--- src/mps_params.svh ---
// Purpose: Shared constants of the microprogram sequencer
// Assumes: Included by its bare name wherever the values are needed
// Notes: Definitions only, no logic
`ifndef MPS_PARAMS_SVH
`define MPS_PARAMS_SVH

// ----------------------------------------
// Widths and depths
// ----------------------------------------
`define MPS_ADDR_W 12
`define MPS_STACK_DEPTH 9
`define MPS_SP_W 4

// ----------------------------------------
// Field positions of the sampled input vector
// ----------------------------------------
`define MPS_F_CIN 0
`define MPS_F_OE_N 1
`define MPS_F_RLD_N 2
`define MPS_F_CCEN_N 3
`define MPS_F_CC_N 4
`define MPS_F_INSTR 5

// ----------------------------------------
// Reset values
// ----------------------------------------
`define MPS_IN_RST 9'h00E
`define MPS_SP_RST 4'h0
`define MPS_EN_RST 3'h6

`endif

--- src/mps_pkg.sv ---
// Purpose: Types of the microprogram sequencer
// Assumes: Nothing beyond the tool's SystemVerilog support
// Notes: Codes of the instruction set are fixed by the hardware
package mps_pkg;

    // ----------------------------------------
    // Sequence instructions
    // ----------------------------------------
    typedef enum logic [3:0] {
        jump_zero_reset = 4'h0,
        cond_subroutine_pipeline = 4'h1,
        jump_mapped = 4'h2,
        cond_jump_pipeline = 4'h3,
        push_cond_load = 4'h4,
        cond_subroutine_reg_or_pipe = 4'h5,
        cond_jump_vector = 4'h6,
        cond_jump_reg_or_pipe = 4'h7,
        repeat_stack_until_zero = 4'h8,
        repeat_pipe_until_zero = 4'h9,
        cond_return = 4'hA,
        cond_jump_pipe_and_pop = 4'hB,
        load_counter_continue = 4'hC,
        test_end_loop = 4'hD,
        continue_sequential = 4'hE,
        three_way_branch = 4'hF
    } mps_instr_t;

    // Next address source, one-hot
    typedef enum logic [4:0] {
        SRC_ZERO = 5'h01,
        SRC_PC = 5'h02,
        SRC_DIN = 5'h04,
        SRC_CNT = 5'h08,
        SRC_TOS = 5'h10
    } mps_src_t;

    // Stack action, one-hot
    typedef enum logic [3:0] {
        STK_HOLD = 4'h1,
        STK_PUSH = 4'h2,
        STK_POP = 4'h4,
        STK_CLEAR = 4'h8
    } mps_stk_t;

    // Counter action, one-hot
    typedef enum logic [2:0] {
        CNT_HOLD = 3'h1,
        CNT_LOAD = 3'h2,
        CNT_DEC = 3'h4
    } mps_cnt_t;

    // Active-low enables {vector, map, pipeline}
    typedef logic [2:0] mps_en_t;

    // Decoded control word
    typedef struct packed {
        mps_src_t src;
        mps_stk_t stk;
        mps_cnt_t cnt;
        mps_en_t en_n;
    } mps_ctl_t;

endpackage

--- src/mps_stack_if.sv ---
// Purpose: Link between the sequencer and its stack file
// Assumes: Single clock domain
// Notes: Read data are registered inside the stack file
`timescale 1ns/1ns
interface mps_stack_if #(parameter int AW = 12, parameter int PW = 4);
    logic wr_en;          // Write strobe
    logic [PW-1:0] wr_addr; // Entry written
    logic [AW-1:0] wr_data; // Word written
    logic [PW-1:0] rd_addr; // Entry that becomes top
    logic [AW-1:0] rd_data; // Registered top word

    modport ctl (output wr_en, wr_addr, wr_data, rd_addr, input rd_data);
    modport mem (input wr_en, wr_addr, wr_data, rd_addr, output rd_data);
endinterface

--- src/mps_sequencer.sv ---
// Purpose: Twelve-bit microprogram address sequencer
// Assumes: All control pins arrive asynchronously and are synchronised
// Notes: Address, enables and full flag are registered outputs
`timescale 1ns/1ns
`include "mps_params.svh"

// Operation
// - Program counter takes address, plus carry
// - Exactly one source enable low
// - Fail only when condition high, enabled
// - Force-load input loads counter from direct
// - Output enable high floats the address
// - Nine-word stack, pointer at top
// - Instruction zero empties stack; empty pop safe
// - Full flag low after ninth net push
// - Jump zero: address zero, clear stack
// - Conditional call pushes return on pass
// - Map jump uses map enable, holds all
// - Conditional jump: direct or program counter
// - Push; conditionally load the counter
// - Vector jump asserts vector enable
// - Loop on direct until counter zero
// - Conditional jump with pop on pass
// - Load counter and continue; plain continue
// - End loop: stack on fail, pop pass
// - Three-way branch on condition and counter
// - All state updates on rising edge
// - Push on full overwrites, pointer stays
// - Preload N gives N plus one passes
module mps_sequencer #(
    parameter int AW = `MPS_ADDR_W,
    parameter int DEPTH = `MPS_STACK_DEPTH
) (
    // Clocking
    input wire logic clk_i,
    input wire logic rst_i,
    input wire logic ce_i,
    // Instruction and tests
    input wire mps_pkg::mps_instr_t instr_i,
    input wire logic condition_test_n_i,
    input wire logic condition_test_enable_n_i,
    input wire logic counter_force_load_n_i,
    input wire logic increment_carry_i,
    // Direct input
    input wire logic [AW-1:0] direct_i,
    // Address output, three signals of the bus
    input wire logic address_output_enable_n_i,
    output logic [AW-1:0] next_address_out_o,
    output logic next_address_out_oe_o,
    // Source enables and stack flag
    output logic pipeline_source_enable_n_o,
    output logic map_source_enable_n_o,
    output logic vector_source_enable_n_o,
    output logic stack_full_n_o
);
    import mps_pkg::*;

    localparam int IW = `MPS_F_INSTR + 4;
    localparam int PW = `MPS_SP_W;
    localparam logic [PW-1:0] SP_FULL = PW'(DEPTH);

    // ----------------------------------------
    // Input synchronisers
    // ----------------------------------------
    logic [IW-1:0] ctl_meta_reg;  // First stage, read only by second
    logic [IW-1:0] ctl_sync_reg;  // Safe control bits
    logic [AW-1:0] din_meta_reg;  // First stage of the direct bus
    logic [AW-1:0] din_sync_reg;  // Safe direct bus
    logic [IW-1:0] ctl_raw;

    assign ctl_raw = {instr_i, condition_test_n_i, condition_test_enable_n_i,
                      counter_force_load_n_i, address_output_enable_n_i,
                      increment_carry_i};

    // Two flops per pin; adds latency but kills metastability
    always_ff @(posedge clk_i or posedge rst_i)
    begin
        if (rst_i)
        begin
            ctl_meta_reg <= `MPS_IN_RST;
            ctl_sync_reg <= `MPS_IN_RST;
            din_meta_reg <= '0;
            din_sync_reg <= '0;
        end
        else if (ce_i)
        begin
            ctl_meta_reg <= ctl_raw;
            ctl_sync_reg <= ctl_meta_reg;
            din_meta_reg <= direct_i;
            din_sync_reg <= din_meta_reg;
        end
    end

    // Named fields of the synchronised word
    mps_instr_t op;
    logic cc_n;
    logic ccen_n;
    logic rld_n;
    logic oe_n;
    logic increment_carry;

    assign op = mps_instr_t'(ctl_sync_reg[`MPS_F_INSTR +: 4]);
    assign cc_n = ctl_sync_reg[`MPS_F_CC_N];
    assign ccen_n = ctl_sync_reg[`MPS_F_CCEN_N];
    assign rld_n = ctl_sync_reg[`MPS_F_RLD_N];
    assign oe_n = ctl_sync_reg[`MPS_F_OE_N];
    assign increment_carry = ctl_sync_reg[`MPS_F_CIN];

    // ----------------------------------------
    // State
    // ----------------------------------------
    logic [AW-1:0] pc_reg;      // Microprogram counter
    logic [AW-1:0] pc_next;
    logic [AW-1:0] cnt_reg;     // Register/counter
    logic [AW-1:0] cnt_next;
    logic [PW-1:0] sp_reg;      // Depth, zero when empty
    logic [PW-1:0] sp_next;

    // Stack file link
    mps_stack_if #(.AW(AW), .PW(PW)) sif ();

    // ----------------------------------------
    // Decode
    // ----------------------------------------
    // Pass unless condition is high with testing enabled
    function automatic logic test_pass(input logic c_n, input logic en_n);
        return !(c_n && !en_n);
    endfunction

    // Table of sources and actions per instruction
    function automatic mps_ctl_t decode(input mps_instr_t i, input logic pass,
                                        input logic zero);
        mps_ctl_t c;
        c = '{src: SRC_PC, stk: STK_HOLD, cnt: CNT_HOLD, en_n: 3'h6};
        unique case (i)
            // Address zero, empty the stack
            jump_zero_reset:
            begin
                c.src = SRC_ZERO;
                c.stk = STK_CLEAR;
            end
            // Call via pipeline
            cond_subroutine_pipeline:
            begin
                c.src = pass ? SRC_DIN : SRC_PC;
                c.stk = pass ? STK_PUSH : STK_HOLD;
            end
            // Map source drives the direct bus
            jump_mapped:
            begin
                c.src = SRC_DIN;
                c.en_n = 3'h5;
            end
            cond_jump_pipeline:
            begin
                c.src = pass ? SRC_DIN : SRC_PC;
            end
            // Loop setup: always push
            push_cond_load:
            begin
                c.stk = STK_PUSH;
                c.cnt = pass ? CNT_LOAD : CNT_HOLD;
            end
            cond_subroutine_reg_or_pipe:
            begin
                c.src = pass ? SRC_DIN : SRC_CNT;
                c.stk = STK_PUSH;
            end
            // Vector source drives the direct bus
            cond_jump_vector:
            begin
                c.src = pass ? SRC_DIN : SRC_PC;
                c.en_n = 3'h3;
            end
            cond_jump_reg_or_pipe:
            begin
                c.src = pass ? SRC_DIN : SRC_CNT;
            end
            // Condition ignored here
            repeat_stack_until_zero:
            begin
                c.src = zero ? SRC_PC : SRC_TOS;
                c.stk = zero ? STK_POP : STK_HOLD;
                c.cnt = zero ? CNT_HOLD : CNT_DEC;
            end
            repeat_pipe_until_zero:
            begin
                c.src = zero ? SRC_PC : SRC_DIN;
                c.cnt = zero ? CNT_HOLD : CNT_DEC;
            end
            cond_return:
            begin
                c.src = pass ? SRC_TOS : SRC_PC;
                c.stk = pass ? STK_POP : STK_HOLD;
            end
            cond_jump_pipe_and_pop:
            begin
                c.src = pass ? SRC_DIN : SRC_PC;
                c.stk = pass ? STK_POP : STK_HOLD;
            end
            load_counter_continue:
            begin
                c.cnt = CNT_LOAD;
            end
            test_end_loop:
            begin
                c.src = pass ? SRC_PC : SRC_TOS;
                c.stk = pass ? STK_POP : STK_HOLD;
            end
            continue_sequential:
            begin
                c.src = SRC_PC;
            end
            // Three-way exit on condition or count
            three_way_branch:
            begin
                c.src = pass ? SRC_PC : (zero ? SRC_DIN : SRC_TOS);
                c.stk = (pass || zero) ? STK_POP : STK_HOLD;
                c.cnt = zero ? CNT_HOLD : CNT_DEC;
            end
        endcase
        return c;
    endfunction

    logic pass;
    logic cnt_zero;
    mps_ctl_t ctl;
    logic [AW-1:0] y_next;

    assign pass = test_pass(cc_n, ccen_n);
    // Zero test sees the value before this edge's decrement
    assign cnt_zero = (cnt_reg == '0);
    assign ctl = decode(op, pass, cnt_zero);

    // ----------------------------------------
    // Next address mux
    // ----------------------------------------
    assign y_next = ({AW{ctl.src[0]}} & '0)
                  | ({AW{ctl.src[1]}} & pc_reg)
                  | ({AW{ctl.src[2]}} & din_sync_reg)
                  | ({AW{ctl.src[3]}} & cnt_reg)
                  | ({AW{ctl.src[4]}} & sif.rd_data);

    // Same word or one more, by the carry
    assign pc_next = y_next + AW'(increment_carry);

    // ----------------------------------------
    // Counter
    // ----------------------------------------
    // Force-load overrides hold and decrement; stop at zero gives N+1
    assign cnt_next = !rld_n ? din_sync_reg
                    : (ctl.cnt == CNT_LOAD) ? din_sync_reg
                    : (ctl.cnt == CNT_DEC) ? cnt_reg - AW'(1)
                    : cnt_reg;

    // ----------------------------------------
    // Stack pointer and file
    // ----------------------------------------
    logic do_push;
    logic sp_full;

    assign do_push = (ctl.stk == STK_PUSH);
    assign sp_full = (sp_reg == SP_FULL);
    // Full push stays put; empty pop stays at zero
    assign sp_next = (ctl.stk == STK_CLEAR) ? `MPS_SP_RST
                   : (do_push && !sp_full) ? sp_reg + PW'(1)
                   : (ctl.stk == STK_POP && sp_reg != '0) ? sp_reg - PW'(1)
                   : sp_reg;

    // Entry k of depth k+1; full push rewrites the top entry
    assign sif.wr_en = do_push;
    assign sif.wr_addr = sp_full ? sp_reg - PW'(1) : sp_reg;
    assign sif.wr_data = pc_reg;
    // Empty stack reads entry zero, contents undefined
    assign sif.rd_addr = (sp_next == '0) ? '0 : sp_next - PW'(1);

    mps_stack_mem #(.DEPTH(DEPTH)) u_stack (
        .clk_i(clk_i),
        .rst_i(rst_i),
        .ce_i(ce_i),
        .sif(sif)
    );

    // ----------------------------------------
    // Registered state and outputs
    // ----------------------------------------
    // Everything moves on one rising edge
    always_ff @(posedge clk_i or posedge rst_i)
    begin
        if (rst_i)
        begin
            pc_reg <= '0;
            cnt_reg <= '0;
            sp_reg <= `MPS_SP_RST;
            next_address_out_o <= '0;
            next_address_out_oe_o <= 1'b0;
            {vector_source_enable_n_o, map_source_enable_n_o,
             pipeline_source_enable_n_o} <= `MPS_EN_RST;
            stack_full_n_o <= 1'b1;
        end
        else if (ce_i)
        begin
            pc_reg <= pc_next;
            cnt_reg <= cnt_next;
            sp_reg <= sp_next;
            next_address_out_o <= y_next;
            next_address_out_oe_o <= !oe_n;
            {vector_source_enable_n_o, map_source_enable_n_o,
             pipeline_source_enable_n_o} <= ctl.en_n;
            stack_full_n_o <= (sp_next != SP_FULL);
        end
    end
endmodule

--- src/mps_stack_mem.sv ---
// Purpose: Nine-word stack file with a registered top word
// Assumes: rd_addr is the entry that will be on top after this edge
// Notes: A write to that entry is forwarded to the read register
`timescale 1ns/1ns
module mps_stack_mem #(
    parameter int DEPTH = 9
) (
    // Clocking
    input wire logic clk_i,
    input wire logic rst_i,
    input wire logic ce_i,
    // Stack port
    mps_stack_if.mem sif
);
    import mps_pkg::*;

    // Storage, no reset needed on contents
    logic [$bits(sif.wr_data)-1:0] mem_reg [DEPTH];
    logic [$bits(sif.wr_data)-1:0] rd_next;
    logic hit;

    // ----------------------------------------
    // Read path
    // ----------------------------------------
    // Forwarding keeps a fresh push visible on the next cycle
    assign hit = sif.wr_en && (sif.wr_addr == sif.rd_addr);
    assign rd_next = hit ? sif.wr_data : mem_reg[sif.rd_addr];

    // Write port
    always_ff @(posedge clk_i)
    begin
        if (ce_i && sif.wr_en)
        begin
            mem_reg[sif.wr_addr] <= sif.wr_data;
        end
    end

    // Registered read data
    always_ff @(posedge clk_i or posedge rst_i)
    begin
        if (rst_i)
        begin
            sif.rd_data <= '0;
        end
        else if (ce_i)
        begin
            sif.rd_data <= rd_next;
        end
    end
endmodule

--- config.mk ---
export PLATFORM = sky130hd
export DESIGN_NAME = mps_sequencer
export DESIGN_NICKNAME = d
export VERILOG_FILES = /design/src/mps_pkg.sv /design/src/mps_stack_if.sv /design/src/mps_sequencer.sv /design/src/mps_stack_mem.sv
export VERILOG_INCLUDE_DIRS = /design/src /design/src/src
export SDC_FILE = /design/constraint.sdc
export NUM_CORES = 1
export LEC_CHECK = 0
export BUFFER_PORTS_ARGS = -buffer_cell sky130_fd_sc_hd__buf_4
export CORE_UTILIZATION = 46
export CTS_BUF_LIST = sky130_fd_sc_hd__clkbuf_8
export DETAILED_ROUTE_END_ITERATION = 12
export GPL_TIMING_DRIVEN = 0
export PLACE_DENSITY = 0.6
export SETUP_SLACK_MARGIN = 0.15
export SLEW_MARGIN = 10
export SYNTH_ARGS = -nofsm -noshare
export SYNTH_HDL_FRONTEND = slang
export SYNTH_HIERARCHICAL = 1
export SYNTH_SLANG_ARGS = --single-unit
--- constraint.sdc ---
create_clock -name clk_i -period 6.75 [get_ports clk_i]
set_clock_uncertainty 0.2 [all_clocks]
set_input_delay 0.3375 -clock clk_i [delete_from_list [all_inputs] [get_ports clk_i]]
set_output_delay 0.3375 -clock clk_i [all_outputs]
set_load 0.1 [all_outputs]
==> metrics.md <==
| Metric | Value |
|---|---|
| Outcome | `completed` |
| Hold Path Class | `primary input to register` |
| Achievable Freq | `0.198 GHz` |
| Critical Path AT | `5.25 ns` |
| Initial antenna violation count | `0` |
| Worst-path clk slew | `0.07 ns` |
| Die ar. | `21800 um2` |
| Finished Layout Cells | `roughly 1200` |
| Antenna violation net count after detailed routing | `0` |
| TritonCTS buffer count | `36` |
| Row count | `52` |
| DRC viols | `0` |
| Design Power | `4.88 mW` |
| Peak VDD IR | `0.174 mV` |
| Post-synth EDFFs | `between 100 and 150` |
| Most Crowded Layer GR | `met2` |
| Most used cell, CP | `o221ai_1` |
| Critical R2R Launch | `cnt_reg[0]` |
| Met2 usage | `approximately 40%` |
| CTS H-tree lvls | `2` |
| TNS Setup | `0 ns` |
| Crit-path leading delay family | `compound AO/OA/AOI/OAI gates` |
| Area contributors post-synth | `edfxtp_1 33%, dfrtp_1 23%, mux2_2 5.2%, mux2i_1 3.2%, dfstp_2 2.4%` |
| Synthesized area per cell | `12.8 um2` |
| Final setup margin | `between 1.5 and 2 ns` |
| Static leakage | `between 4 and 5 nW` |
| TritonCTS clock tree | `built` |
| Fillers | `around 1800` |
| Area Growth Syn to Fin | `16.8%` |
| Max FFs per register | `108` |
| Die Height | `148 um` |
| Post-route cell area | `11400 um2` |
| RSZ-0062 raised after global routing | `false` |
| Fin. Hold Viols | `0` |
| GRT Total Usage | `roughly a quarter` |
| GRT met3 Usage | `under 10%` |
| WP data required | `6.95 ns` |
| Nets | `between 800 and 900` |
| Actual slew at the worst max-slew pin | `1.19 ns` |
| Cell with the most instances after synthesis | `edfxtp_1` |
| PortBufs | `40` |
| Yosys top cell area share | `33.3%` |
| Routability congestion estimate | `between 0.9 and 1` |
| Area of the mapped netlist | `9740 um2` |
| Internal | `about 3.0 mW` |
| Vias in the first global route | `roughly 6900` |
| Total gr overflow | `0` |
| Pin count of the biggest net entering global routing | `50` |
| Post-synth cell types | `77` |
| PD cells | `429 nW/um2` |
| Starting DRT DRC Count | `about 510` |
| Post-synthesis async set-or-reset flop share | `47.8%` |
| Synth Flop Type | `edfxtp_1` |
| Flops & latches, synth | `207` |
| Post-layout util | `around 56%` |
| Die Wd | `~150 um` |
| Clock Sinks | `about 210` |
| WP buf/inv | `2` |
| Switching power | `1.92 mW` |
| Critical-path top delay cell | `a32oi_1` |
| Worst hold margin | `0.0321 ns` |
| 1st-pass router iterations | `5` |
| Setup CP Type | `register to register` |
| Cells on Worst Hold Path | `3` |
| Min-Delay Endpoint | `u_stack/sif.rd_data[3]` |
| Period minus WS final | `5.05 ns` |
| Switching part of the total | `about 39%` |
| Post-CTS sizing | `0` |
| Register area share after synthesis | `58.9%` |
| Placed Instances | `1076` |
| Dpl cell area | `between 10000 and 15000 um2` |
| DRT Wirelength | `24.7 mm` |
| Worst path depth | `14` |
| Via count | `around 6900` |
| DP Worst Slack | `1.81 ns` |
| Diode count | `0` |
| CTS max path bufs | `3` |
| CP cell instances | `inv_1 > ha_1 > nor4b_1 > nand4_1 > a21oi_1 > o221ai_1 > nor2_1 > a31oi_1 > a21o_1 > a32oi_1 > buf_6 > mux4_2 > o221ai_1 > a211oi_1` |
| Final count of pins violating max slew | `0` |
| Initial Utilization | `47.5%` |
| Setup violators final | `0` |
| Clock network power share | `22.8%` |
| R2R depth | `14` |
| Top cells by count, synth | `108 x edfxtp_1, 90 x dfrtp_1, 52 x nor2_1, 45 x mux2_2, 45 x nand2_1` |
| First-pass GRT wire length | `between 30 and 40 mm` |
| GR met1 Demand/Resource | `30.5%` |
| Worst Hold Launch | `ce_i` |
| RR Endpoint | `u_stack/sif.rd_data[11]` |
| Core Region | `20500 um2` |
| Critical path peak fanout | `10` |
| Rel. slew slack | `20.2%` |
| DPL Wire Length | `approximately 17 mm` |
| Worst reg-to-reg setup slack | `1.70 ns` |
| Syn Nets | `793` |
| Wire per inst | `21.3 um` |
| Critical Path End Type | `register` |
| Largest area contributor in the netlist | `edfxtp_1` |
| CTS root buf | `clkbuf_8` |
| Max-cap violation count | `0` |
| Final Cycle Share | `74.8%` |
| Via density | `between 5 and 6` |
| Crit-path max cell delay | `0.65 ns` |
| Worst-Skew Late Latency | `between 0.5 and 0.6 ns` |
| Combinational share of power | `38.7%` |
| Reg power frac | `38.4%` |
| Syn. warnings | `6` |
| Mapped Cells | `between 700 and 800` |
| Num ports | `between 40 and 50` |
| Critical Path Source Type | `register` |
| Layout cells sized above 1 | `23.5%` |
kinds of logic (layout without fill, tap and decap cells):
logic type	count (synthesis)	after routing	synth area share (%)
flip-flops	207	207	58.9
buffers and inverters	62	193	3.20
AND/OR/NAND/NOR	197	197	10.7
adder cells (fa/ha/maj)	6	6	0.771
AO/OA/AOI/OAI	196	196	14.8
XOR/XNOR	9	9	0.887
multiplexers	86	86	10.7
routing by layer:
metal / part of all wire [%] / vias to the layer above
li1: - / 3151
met5: 0 / -
met3: 4.9 / 52
met4: 3.0 / 0
met1: 42 / 3435
met2: 50 / 233
tightest hold or removal path: stages:
cell and delay (ns):
buf_4 0.15, nor2b_1 0.11, a221o_1 0.12
worst max-delay path by stage:
stage,start,endpoint,slack (ns)
6_report,cnt_reg[0],u_stack/sif.rd_data[11],1.70
3_3_place_gp,cnt_reg[0],u_stack/sif.rd_data[7],1.82
3_5_place_dp,cnt_reg[0],u_stack/sif.rd_data[7],1.81
2_1_floorplan,cnt_reg[0],u_stack/sif.rd_data[0],2.80
4_1_cts,cnt_reg[0],u_stack/sif.rd_data[7],1.77
5_1_grt,cnt_reg[0],u_stack/sif.rd_data[8],1.51
power by group through the flow:
stage,sequential (mW),combinational (mW),clock [mW]
6_report,1.87,1.89,1.11
5_1_grt,1.91,2.02,1.20
4_1_cts,1.87,1.88,1.14
3_5_place_dp,1.90,1.85,0
3_3_place_gp,1.88,1.83,0
2_1_floorplan,1.98,1.22,0
final cells by class:
cell class                      count  area, um2  share of cell area, %
Buffer                             45        248                   2.18
Clock buffer                       45        619                   5.44
Clock inverter                     21       97.6                  0.858
Inverter                           17       66.3                  0.583
Multi-Input combinational cell    494       3720                   32.7
Sequential cell                   207       5730                   50.4
Tap cell                          270        338                   2.97
Timing Repair Buffer               65        556                   4.88
cells in the final DEF, fill, tap and decap left out, types with 7 or more instances in the layout:
| master | count |
|---|---|
| a22o_1 | 17 |
| a221oi_1 | 17 |
| nand2b_1 | 13 |
| dlygate4sd3_1 | 22 |
| nor2_1 | 49 |
| inv_1 | 32 |
| mux4_2 | 9 |
| clkbuf_1 | 20 |
| dfrtp_1 | 90 |
| o31ai_1 | 13 |
| edfxtp_1 | 108 |
| a221o_1 | 8 |
| buf_2 | 11 |
| nand2_1 | 45 |
| o21ai_0 | 37 |
| mux2i_1 | 31 |
| mux2_2 | 45 |
| a22oi_1 | 8 |
| xnor2_1 | 8 |
| a21oi_1 | 34 |
| dfstp_2 | 9 |
| o221ai_1 | 7 |
| a31oi_1 | 7 |
| buf_4 | 45 |
| clkbuf_8 | 45 |
| nor3_1 | 22 |
| nor2b_1 | 10 |
what timing repair did:
item	CTS	global route
hold buffers	22	0
setup buffers	0	0
hold endpoints to repair	78	0
No activity file was read; power rests on OpenSTA's default activity.
